`src/include/ddi_pkg.sv`:
```
/*
 * shared constants of the dual dac input interface: register map, field positions,
 * reset values, widths and timing figures.
 * assumes a 25 MHz system clock and classic wishbone software access.
 */
`default_nettype none

package ddi_pkg;

    // ------------------------------------------------------------
    // widths and converter figures
    // ------------------------------------------------------------
    localparam int DDI_CODE_W = 14;
    localparam logic [13:0] DDI_CODE_MAX = 14'h3fff;
    localparam int DDI_FULL_SCALE = 16384;
    localparam int DDI_LAT_CYCLES = 4;
    localparam int DDI_SEG_BITS = 5;
    localparam int DDI_SEG_N = 31;
    localparam int DDI_MAX_UPDATE_MSPS = 275;
    localparam int DDI_CLK_MHZ = 25;
    localparam int DDI_CLK_PERIOD_NS = 1000 / DDI_CLK_MHZ;
    localparam int DDI_CLK_WRITE_SEP_NS = 2;
    localparam int DDI_CLK_WRITE_SEP_CYC =
        (DDI_CLK_WRITE_SEP_NS + DDI_CLK_PERIOD_NS - 1) / DDI_CLK_PERIOD_NS;
    localparam int DDI_BUF_DEPTH = 2;

    // ------------------------------------------------------------
    // register map (byte addresses)
    // ------------------------------------------------------------
    localparam logic [7:0] DDI_CTRL_OFS = 8'h00;
    localparam logic [7:0] DDI_STATUS_OFS = 8'h04;
    localparam logic [7:0] DDI_CODE_A_OFS = 8'h08;
    localparam logic [7:0] DDI_CODE_B_OFS = 8'h0c;

    // control fields
    localparam int DDI_CTRL_EN_A_BIT = 0;
    localparam int DDI_CTRL_EN_B_BIT = 1;
    localparam logic [1:0] DDI_CTRL_RST = 2'h3;

    // status fields
    localparam int DDI_ST_MODE_BIT = 0;
    localparam int DDI_ST_GAIN_BIT = 1;
    localparam int DDI_ST_DIV_BIT = 2;
    localparam int DDI_ST_STALL_BIT = 3;

    // strap meaning
    localparam logic DDI_MODE_INTERLEAVED = 1'b0;
    localparam logic DDI_MODE_DUAL = 1'b1;

endpackage : ddi_pkg

`default_nettype wire

```
`src/design/ddi_pair_buffer.sv`:
```
/*
 * two-entry valid/ready buffer for the converter sample stream.
 * assumes a single clock and a synchronous active-high reset.
 */
`default_nettype none

module ddi_pair_buffer #(
    parameter int WIDTH = 30,
    parameter int DEPTH = 2
) (
    input wire logic clk_i,
    input wire logic rst_i,
    input wire logic in_valid_i,
    output logic in_ready_o,
    input wire logic [WIDTH-1:0] in_data_i,
    output logic out_valid_o,
    input wire logic out_ready_i,
    output logic [WIDTH-1:0] out_data_o
);

    localparam int PW = (DEPTH > 1) ? $clog2(DEPTH) : 1;
    localparam int CW = $clog2(DEPTH + 1);
    localparam logic [CW-1:0] FULL_CNT = CW'(DEPTH);
    localparam logic [PW-1:0] LAST_PTR = PW'(DEPTH - 1);

    // ------------------------------------------------------------
    // storage and pointers
    // ------------------------------------------------------------
    logic [WIDTH-1:0] mem_reg [0:DEPTH-1];
    logic [PW-1:0] wr_ptr_reg;
    logic [PW-1:0] rd_ptr_reg;
    logic [CW-1:0] count_reg;

    wire push = in_valid_i && (count_reg != FULL_CNT);
    wire pop = (count_reg != '0) && out_ready_i;

    assign in_ready_o = (count_reg != FULL_CNT);
    assign out_valid_o = (count_reg != '0);
    assign out_data_o = mem_reg[rd_ptr_reg];

    always_ff @(posedge clk_i) begin
        if (push) begin
            mem_reg[wr_ptr_reg] <= in_data_i;
        end
    end

    always_ff @(posedge clk_i) begin
        if (rst_i) begin
            wr_ptr_reg <= '0;
            rd_ptr_reg <= '0;
            count_reg <= '0;
        end else begin
            if (push) begin
                wr_ptr_reg <= (wr_ptr_reg == LAST_PTR) ? '0 : wr_ptr_reg + PW'(1);
            end
            if (pop) begin
                rd_ptr_reg <= (rd_ptr_reg == LAST_PTR) ? '0 : rd_ptr_reg + PW'(1);
            end
            if (push && !pop) begin
                count_reg <= count_reg + CW'(1);
            end else if (pop && !push) begin
                count_reg <= count_reg - CW'(1);
            end
        end
    end

endmodule : ddi_pair_buffer

`default_nettype wire

```
`src/design/ddi_top.sv`:
```
/*
 * digital input front end of a dual 14-bit current-steering converter: input
 * latches, dac latches, interleave steering, divide-by-two update clock,
 * segment decoder, sample stream buffer and a wishbone register slave.
 * assumes all pins are synchronous to clk_i and change slower than the clock;
 * in interleaved mode the channel a strobe and clock pins act as the shared ones.
 */
`default_nettype none

// Contract
// - a written word reaches the outputs exactly four update clocks later.
// - codes are straight positive binary, bit 13 is the msb.
// - update path is specified for rates up to 275 msps.
// - mode strap low selects interleaved, high selects dual independent buses.
// - dual mode: own bus, own write to input latch, own clock.
// - dual mode: channel word captured on rising edge of its write strobe.
// - interleaved mode uses only bus a; bus b is ignored.
// - interleaved: select high loads latch a, low loads latch b.
// - the unselected input latch holds its own value.
// - interleaved: capture on write rise, pass pair on write fall.
// - interleaved: shared clock divided by two forms dac latch clock.
// - divided clock low during align reset; release fixes pairing phase.
// - gain strap high shares bias resistor a, low uses separate resistors.
// - each update re-drives the segment switches from the new code.
// - primary current follows code, complementary follows 16383 minus code.
module ddi_top
    import ddi_pkg::*;
#(
    parameter int CODE_W = DDI_CODE_W,
    parameter int LAT = DDI_LAT_CYCLES,
    parameter int BUF_DEPTH = DDI_BUF_DEPTH
) (
    input wire logic clk_i,
    input wire logic rst_i,
    input wire logic bus_mode_strap_i,
    input wire logic gain_set_strap_i,
    input wire logic [CODE_W-1:0] bus_a_i,
    input wire logic [CODE_W-1:0] bus_b_i,
    input wire logic write_strobe_a_i,
    input wire logic write_strobe_b_i,
    input wire logic dac_clock_a_i,
    input wire logic dac_clock_b_i,
    input wire logic channel_select_i,
    input wire logic pair_align_reset_i,
    input wire logic [7:0] wb_adr_i,
    input wire logic [31:0] wb_dat_i,
    input wire logic [3:0] wb_sel_i,
    input wire logic wb_we_i,
    input wire logic wb_cyc_i,
    input wire logic wb_stb_i,
    output logic [31:0] wb_dat_o,
    output logic wb_ack_o,
    output logic [CODE_W-1:0] primary_current_a_o,
    output logic [CODE_W-1:0] complementary_current_a_o,
    output logic [CODE_W-1:0] primary_current_b_o,
    output logic [CODE_W-1:0] complementary_current_b_o,
    output logic [DDI_SEG_N-1:0] segment_switch_a_o,
    output logic [DDI_SEG_N-1:0] segment_switch_b_o,
    output logic divided_dac_latch_clock_o,
    output logic bias_b_from_resistor_a_o,
    output logic sample_valid_o,
    input wire logic sample_ready_i,
    output logic [CODE_W-1:0] sample_code_a_o,
    output logic [CODE_W-1:0] sample_code_b_o,
    output logic [1:0] sample_tag_o
);

    localparam int LOW_W = CODE_W - DDI_SEG_BITS;
    localparam int BUF_W = 2 * CODE_W + 2;

    // ------------------------------------------------------------
    // helper functions
    // ------------------------------------------------------------
    // complementary output code, full scale minus one minus code
    function automatic logic [CODE_W-1:0] comp_code(input logic [CODE_W-1:0] code);
        comp_code = DDI_CODE_MAX - code;
    endfunction : comp_code

    // msb segment to thermometer; lsbs stay binary-weighted in the code bus
    function automatic logic [DDI_SEG_N-1:0] therm(input logic [CODE_W-1:0] code);
        logic [DDI_SEG_BITS-1:0] msb;
        msb = code[CODE_W-1 -: DDI_SEG_BITS];
        for (int i = 0; i < DDI_SEG_N; i++) begin
            therm[i] = (msb > DDI_SEG_BITS'(i));
        end
    endfunction : therm

    // ------------------------------------------------------------
    // straps, caught once after reset release
    // ------------------------------------------------------------
    logic strap_done_reg;
    logic mode_reg;
    logic gain_reg;

    always_ff @(posedge clk_i) begin
        if (rst_i) begin
            strap_done_reg <= 1'b0;
            mode_reg <= DDI_MODE_DUAL;
            gain_reg <= 1'b0;
        end else if (!strap_done_reg) begin
            strap_done_reg <= 1'b1;
            mode_reg <= bus_mode_strap_i;
            gain_reg <= gain_set_strap_i;
        end
    end

    wire dual_mode = (mode_reg == DDI_MODE_DUAL);
    wire run = strap_done_reg;

    // ------------------------------------------------------------
    // pin edge detection
    // ------------------------------------------------------------
    logic wr_a_prev_reg;
    logic wr_b_prev_reg;
    logic clk_a_prev_reg;
    logic clk_b_prev_reg;

    always_ff @(posedge clk_i) begin
        if (rst_i) begin
            wr_a_prev_reg <= 1'b0;
            wr_b_prev_reg <= 1'b0;
            clk_a_prev_reg <= 1'b0;
            clk_b_prev_reg <= 1'b0;
        end else begin
            wr_a_prev_reg <= write_strobe_a_i;
            wr_b_prev_reg <= write_strobe_b_i;
            clk_a_prev_reg <= dac_clock_a_i;
            clk_b_prev_reg <= dac_clock_b_i;
        end
    end

    // shared write strobe and shared update clock ride on the a pins
    wire wr_a_rise = run && write_strobe_a_i && !wr_a_prev_reg;
    wire wr_a_fall = run && !write_strobe_a_i && wr_a_prev_reg;
    wire wr_b_rise = run && write_strobe_b_i && !wr_b_prev_reg;
    wire clk_a_rise = run && dac_clock_a_i && !clk_a_prev_reg;
    wire clk_b_rise = run && dac_clock_b_i && !clk_b_prev_reg;

    // ------------------------------------------------------------
    // control and status registers
    // ------------------------------------------------------------
    logic [1:0] ctrl_reg;
    logic stall_reg;
    logic buf_ready;

    // ------------------------------------------------------------
    // input latches
    // ------------------------------------------------------------
    logic [CODE_W-1:0] in_latch_a_reg;
    logic [CODE_W-1:0] in_latch_b_reg;
    logic [CODE_W-1:0] pair_a_reg;
    logic [CODE_W-1:0] pair_b_reg;

    // bus b never feeds the latches in interleaved mode
    wire load_a = dual_mode ? wr_a_rise : (wr_a_rise && channel_select_i);
    wire load_b = dual_mode ? wr_b_rise : (wr_a_rise && !channel_select_i);
    wire [CODE_W-1:0] src_b = dual_mode ? bus_b_i : bus_a_i;
    wire [CODE_W-1:0] in_a_next = load_a ? bus_a_i : in_latch_a_reg;
    wire [CODE_W-1:0] in_b_next = load_b ? src_b : in_latch_b_reg;

    always_ff @(posedge clk_i) begin
        if (rst_i) begin
            in_latch_a_reg <= '0;
            in_latch_b_reg <= '0;
        end else begin
            in_latch_a_reg <= in_a_next;
            in_latch_b_reg <= in_b_next;
        end
    end

    // pair handed to the dac latches on the falling shared write
    always_ff @(posedge clk_i) begin
        if (rst_i) begin
            pair_a_reg <= '0;
            pair_b_reg <= '0;
        end else if (!dual_mode && wr_a_fall) begin
            pair_a_reg <= in_latch_a_reg;
            pair_b_reg <= in_latch_b_reg;
        end
    end

    // ------------------------------------------------------------
    // divided dac latch clock
    // ------------------------------------------------------------
    logic div_reg;

    always_ff @(posedge clk_i) begin
        if (rst_i) begin
            div_reg <= 1'b0;
        end else if (pair_align_reset_i || dual_mode) begin
            div_reg <= 1'b0;
        end else if (clk_a_rise) begin
            div_reg <= !div_reg;
        end
    end

    // first shared clock rise after align release always gives a dac edge
    wire div_rise = !dual_mode && !pair_align_reset_i && clk_a_rise && !div_reg;

    // ------------------------------------------------------------
    // update events, gated by enable and by buffer room
    // ------------------------------------------------------------
    wire want_a = (dual_mode ? clk_a_rise : div_rise) && ctrl_reg[DDI_CTRL_EN_A_BIT];
    wire want_b = (dual_mode ? clk_b_rise : div_rise) && ctrl_reg[DDI_CTRL_EN_B_BIT];
    // a full buffer stalls the latch chain rather than dropping a sample
    wire upd_a = want_a && buf_ready;
    wire upd_b = want_b && buf_ready;
    wire stall_evt = (want_a || want_b) && !buf_ready;

    wire [CODE_W-1:0] dac_in_a = dual_mode ? in_latch_a_reg : pair_a_reg;
    wire [CODE_W-1:0] dac_in_b = dual_mode ? in_latch_b_reg : pair_b_reg;

    // ------------------------------------------------------------
    // dac latch chain: stage 0 is the dac latch, stage LAT-2 feeds the outputs
    // ------------------------------------------------------------
    logic [CODE_W-1:0] pipe_a_reg [0:LAT-1];
    logic [CODE_W-1:0] pipe_b_reg [0:LAT-1];

    wire [CODE_W-1:0] out_a_next = (LAT > 1) ? pipe_a_reg[LAT-2] : dac_in_a;
    wire [CODE_W-1:0] out_b_next = (LAT > 1) ? pipe_b_reg[LAT-2] : dac_in_b;

    always_ff @(posedge clk_i) begin
        if (rst_i) begin
            for (int i = 0; i < LAT; i++) begin
                pipe_a_reg[i] <= '0;
                pipe_b_reg[i] <= '0;
            end
        end else begin
            if (upd_a) begin
                pipe_a_reg[0] <= dac_in_a;
                for (int i = 1; i < LAT; i++) begin
                    pipe_a_reg[i] <= pipe_a_reg[i-1];
                end
            end
            if (upd_b) begin
                pipe_b_reg[0] <= dac_in_b;
                for (int i = 1; i < LAT; i++) begin
                    pipe_b_reg[i] <= pipe_b_reg[i-1];
                end
            end
        end
    end

    // ------------------------------------------------------------
    // output codes and segment decoder
    // ------------------------------------------------------------
    // codes pass unchanged: straight binary, no sign handling
    always_ff @(posedge clk_i) begin
        if (rst_i) begin
            primary_current_a_o <= '0;
            complementary_current_a_o <= DDI_CODE_MAX;
            segment_switch_a_o <= '0;
        end else if (upd_a) begin
            primary_current_a_o <= out_a_next;
            complementary_current_a_o <= comp_code(out_a_next);
            segment_switch_a_o <= therm(out_a_next);
        end
    end

    always_ff @(posedge clk_i) begin
        if (rst_i) begin
            primary_current_b_o <= '0;
            complementary_current_b_o <= DDI_CODE_MAX;
            segment_switch_b_o <= '0;
        end else if (upd_b) begin
            primary_current_b_o <= out_b_next;
            complementary_current_b_o <= comp_code(out_b_next);
            segment_switch_b_o <= therm(out_b_next);
        end
    end

    always_ff @(posedge clk_i) begin
        if (rst_i) begin
            divided_dac_latch_clock_o <= 1'b0;
            bias_b_from_resistor_a_o <= 1'b0;
        end else begin
            divided_dac_latch_clock_o <= div_reg;
            bias_b_from_resistor_a_o <= gain_reg;
        end
    end

    // ------------------------------------------------------------
    // sample stream buffer
    // ------------------------------------------------------------
    wire [BUF_W-1:0] buf_in = {upd_b, upd_a, out_b_next, out_a_next};
    wire [BUF_W-1:0] buf_out;

    ddi_pair_buffer #(
        .WIDTH(BUF_W),
        .DEPTH(BUF_DEPTH)
    ) u_buf (
        .clk_i(clk_i),
        .rst_i(rst_i),
        .in_valid_i(upd_a || upd_b),
        .in_ready_o(buf_ready),
        .in_data_i(buf_in),
        .out_valid_o(sample_valid_o),
        .out_ready_i(sample_ready_i),
        .out_data_o(buf_out)
    );

    assign sample_code_a_o = buf_out[CODE_W-1:0];
    assign sample_code_b_o = buf_out[2*CODE_W-1:CODE_W];
    assign sample_tag_o = buf_out[BUF_W-1 -: 2];

    // ------------------------------------------------------------
    // wishbone slave
    // ------------------------------------------------------------
    wire req = wb_cyc_i && wb_stb_i && !wb_ack_o;
    wire wr_req = req && wb_we_i && wb_sel_i[0];
    wire hit_ctrl = (wb_adr_i == DDI_CTRL_OFS);
    wire hit_status = (wb_adr_i == DDI_STATUS_OFS);
    wire hit_code_a = (wb_adr_i == DDI_CODE_A_OFS);
    wire hit_code_b = (wb_adr_i == DDI_CODE_B_OFS);
    // write one clears the stall flag; a new stall in the same cycle wins
    wire stall_clr = wr_req && hit_status && wb_dat_i[DDI_ST_STALL_BIT];

    wire [31:0] status_word = {28'h0000_000, stall_reg, div_reg, gain_reg, mode_reg};
    wire [31:0] rd_word =
        hit_ctrl ? {30'h0000_0000, ctrl_reg} :
        hit_status ? status_word :
        hit_code_a ? {18'h0_0000, primary_current_a_o} :
        hit_code_b ? {18'h0_0000, primary_current_b_o} :
        32'h0000_0000;

    always_ff @(posedge clk_i) begin
        if (rst_i) begin
            ctrl_reg <= DDI_CTRL_RST;
        end else if (wr_req && hit_ctrl) begin
            ctrl_reg <= wb_dat_i[1:0];
        end
    end

    always_ff @(posedge clk_i) begin
        if (rst_i) begin
            stall_reg <= 1'b0;
        end else if (stall_evt) begin
            stall_reg <= 1'b1;
        end else if (stall_clr) begin
            stall_reg <= 1'b0;
        end
    end

    always_ff @(posedge clk_i) begin
        if (rst_i) begin
            wb_ack_o <= 1'b0;
            wb_dat_o <= '0;
        end else begin
            wb_ack_o <= req;
            wb_dat_o <= (req && !wb_we_i) ? rd_word : 32'h0000_0000;
        end
    end

endmodule : ddi_top

`default_nettype wire

```
`config.mk`:
```
export PLATFORM = sky130hd
export DESIGN_NAME = ddi_top
export DESIGN_NICKNAME = d
export VERILOG_FILES = /design/src/include/ddi_pkg.sv /design/src/design/ddi_pair_buffer.sv /design/src/design/ddi_top.sv
export SDC_FILE = /design/constraint.sdc
export NUM_CORES = 1
export LEC_CHECK = 0
export BUFFER_PORTS_ARGS = -buffer_cell sky130_fd_sc_hd__buf_2
export CORE_MARGIN = 5
export CORE_UTILIZATION = 40
export CTS_CLUSTER_SIZE = 20
export DETAILED_ROUTE_END_ITERATION = 10
export PLACE_DENSITY = 0.66
export SETUP_SLACK_MARGIN = 0.1
export SYNTH_ARGS = -nofsm -noshare
export SYNTH_HDL_FRONTEND = slang
export SYNTH_SLANG_ARGS = --single-unit
```
`constraint.sdc`:
```
create_clock -name clk_i -period 7.7 [get_ports clk_i]
set_input_delay 1.54 -clock clk_i [delete_from_list [all_inputs] [get_ports clk_i]]
set_output_delay 1.54 -clock clk_i [all_outputs]
set_load 0.01 [all_outputs]
```
==> summary.md <==
Power and ir drop
- **post-layout total power** 4560 uW
- **Comb pwr share** 13.9%
- **Leak Pwr** 0.00642 uW
- **Sequential Power Share** 48.4%
- **cell internal power dissipation** 3360 uW
- **Clk pwr share** 37.7%
- **switching power as a share of total power** 26.4%
- **Peak VDD IR** 0.139 mV
- **power density of the placed cells** 283 nW/um2
- **NetSw** 1200 uW

STA
- **Slew Viols, Final** 0
- **Finish-stage setup viols** 0
- **final worst-path cycle share** 54.1%
- **slew at the pin closest to its max-slew limit** 1.14 ns
- **count of endpoints failing hold in the final timing report** 0
- **unrepaired setup endpoints after global routing** false
- **Slew headroom** 23.8%
- **PnR worst setup slack** 3.53 ns
- **Max Fclk** 240 MHz
- **post-route worst hold slack** 0.451 ns
- **setup clock skew after layout** 0.0182 ns
- **shortest period the worst path allows** 4.17 ns
- **post-route setup TNS** 0 ns

Route
- **met1 layer wirelength in the final routing** 15.5 mm
- **top metal layer carrying routed signals** met5
- **post-route ant nets** 0
- **number of search-and-repair iterations in the first detailed-routing pass** 5
- **detailed router's first-iteration violation count** 673
- **number of remaining DRC errors** 0
- **wire length on met2** 14.9 mm
- **drt via density** 5.07
- **met3 wire length** 2.25 mm
- **detailed-route wire length** 33.5 mm
- **detail-routed net length per standard cell** 18.2 um
- **number of vias in the routed layout** 9319

Setup path
- **Worst Path Required** 8.14 ns
- **Reg2Reg Capture Point** u_buf.count_reg[1]
- **WS Path Type** in -> reg
- **Worst path max stage delay** 0.74 ns
- **cell depth of the worst flop-to-flop path** 8
- **Buf+Inv Stages, Crit Path** 3
- **worst setup path start** pair_align_reset_i
- **Slowest-stage cell, CP** clkinv_2
- **cell occurring most often along the worst timing path** or3_1
- **Crit path max-delay family** buffers and inverters
- **Crit Reg-Reg Startpoint** div_reg
- **logic depth of the worst setup path including buffers** 9
- **r2r setup slk** 4.10 ns
- **timing endpoint of the critical path** u_buf.count_reg[1]
- **Critical Path Fanout Max** 48
- **critical path arrival** 4.61 ns
- **CP cell instances** buf_2 > o21ba_1 > or3_1 > clkinv_2 > a21oi_2 > inv_1 > ha_1 > or3_1 > a21oi_1
- **type of origin of the critical path** primary input
- **endpoint class of the critical path** flip-flop

Run
- **Max-Cap Viols** 0

Hold path
- **path class of the lowest-slack min-delay path** reg -> reg
- **startpoint of the worst hold path** segment_switch_a_o[15]

Yosys
- **FFs w/ async S/R, synth** 0%
- **count of flip-flops with a built-in enable after synthesis** 144
- **total of warnings raised by yosys** 0
- **average cell area after synthesis** 11.5 um2
- **number of distinct standard cells referenced by the synthesized netlist** 65
- **synthesized netlist cell count** 1184
- **fraction of the yosys area taken by sequential cells** 62.0%
- **#FFs+latches synth** 351
- **most used flip-flop cell after synthesis** dfxtp_1
- **total standard cell area after synthesis** 13700 um2

Floorplanning
- **I/O pin count** 270
- **Die Span X** 195 um
- **die area** 37900 um2
- **Std-Cell Core Area** 33600 um2
- **initial cell density of the core** 40.6%
- **Row Count** 67
- **overall die height** 195 um

Placed design
- **HPWL after detailed placement** 22.3 mm
- **Post-Place Setup Slack** 2.96 ns
- **PortBufs** 219
- **final weighted congestion in routability-driven placement** 0.798

Layout
- **share of the core filled with cells** 47.9%
- **commonest non-fill, non-tap cells in the layout** 218 x buf_2, 206 x dfxtp_1, 144 x edfxtp_1, 96 x a21oi_1, 96 x nor2_1
- **NumNets Final** 1446
- **flip-flop count of the largest register, all copies and words added** 60
- **layout overhead on the synthesized area** 17.8%
- **fill count** 3082
- **Antenna diodes** 0
- **leading cell type in the layout, fill and taps excluded** buf_2
- **layout cells sized above 1** 24.9%

GRT
- **aggregate global-route resource usage** 16.9%
- **first-pass GRT wire length** 52.0 mm
- **pin count of the biggest net entering global routing** 67
- **via count of the first global-routing pass** 8947
- **initial antenna violation count** 3
- **aggregate global routing overflow** 0

Clocking
- **post-CTS setup-driven buffer insertion count** 0
- **deepest clock path buffer count** 3
- **CTS tree** built
- **count of H-tree levels built during CTS** 2
- **quantity of hold-fixing buffers added after cts** 0
- **Clock Root Buffer** clkbuf_16
- **clock-pin slew on the worst setup and hold paths** 0.06 ns
- **TritonCTS Buffers** 38
- **clock network latency to the later pin of the worst-skew pair** 0.51 ns
- **cells resized by post-CTS repair** 0
- **Sink Count** 351

Outcome
- **run status** finished clean

## power groups by stage
stage,combinational (uW),sequential [uW],clock (uW)
2_1_floorplan,438,2200,0
3_3_place_gp,632,2240,0
3_5_place_dp,640,2250,0
4_1_cts,643,2210,1760
5_1_grt,695,2220,1850
6_report,635,2210,1720
## through the flow
step | instance area (um2) | std cells
after floorplan | 13700 | 1201
after global placement | 14900 | 1767
after detailed placement | 14900 | 1767
after CTS | 16100 | 1837
after global routing | 16100 | 1837
final | 16100 | 1837
## cells in the mapped netlist, types with 3 or more instances
master,number,share of area [%]
a211oi_1,15,0.82
a211oi_2,6,0.55
a21o_1,5,0.28
a21oi_1,96,3.5
a22o_1,6,0.38
a31oi_1,4,0.18
a32o_1,4,0.29
and2_1,73,3.3
and3_1,4,0.18
buf_1,7,0.19
buf_2,17,0.62
buf_4,22,1.2
buf_6,6,0.49
clkbuf_1,57,1.6
clkbuf_2,3,0.11
dfxtp_1,207,30
edfxtp_1,144,32
inv_1,6,0.16
mux2_2,30,2.5
mux2i_1,69,5.1
nand2_1,91,2.5
nand2b_1,4,0.18
nand3_1,20,0.73
nand3b_1,3,0.16
nand4_1,7,0.32
nand4b_1,4,0.26
nor2_1,98,2.7
nor2b_1,13,0.60
nor3_1,9,0.33
nor4_1,3,0.14
o2111ai_1,4,0.26
o211ai_1,11,0.60
o21ai_0,60,2.2
o2bb2ai_1,28,1.8
or2_2,5,0.23
or3_1,3,0.14
xor2_1,4,0.26
## worst min path at each step
stage,to,cells past startpoint
floorplan,pair_a_reg[0],2
global placement,segment_switch_a_o[15],1
detailed placement,segment_switch_a_o[15],1
CTS,pair_b_reg[9],2
global route,pair_b_reg[9],2
finish,segment_switch_a_o[15],1
## logic make-up (layout without fill, tap and decap cells)
group	count (synthesis)	in the layout	synth area share (%)
mux	102	102	7.97
other cells	1	18	0.0275
compound gates	254	254	12.1
xor+xnor	4	4	0.257
buf+inv	122	310	4.68
fa+ha+maj	1	1	0.0916
flops	351	351	62.0
simple gates	349	349	12.8
## layer usage
metal | vias to the layer above | track usage [%]
li1 | 4533 | -
met2 | 283 | 25.5
met1 | 4430 | 24.6
met4 | 6 | 4.99
met3 | 67 | 3.74
met5 | - | 0
## cell type report
type,instances,area (um2),share of cell area [%]
timing repair buffer,232,1200,7.44
inverter,8,31.3,0.194
multi-input combinational,728,4650,28.9
clock inverter,14,90.1,0.560
tap,448,561,3.48
clock buffer,56,1090,6.79
sequential,351,8470,52.7
Note: power is estimated with default switching activity, not from simulation.
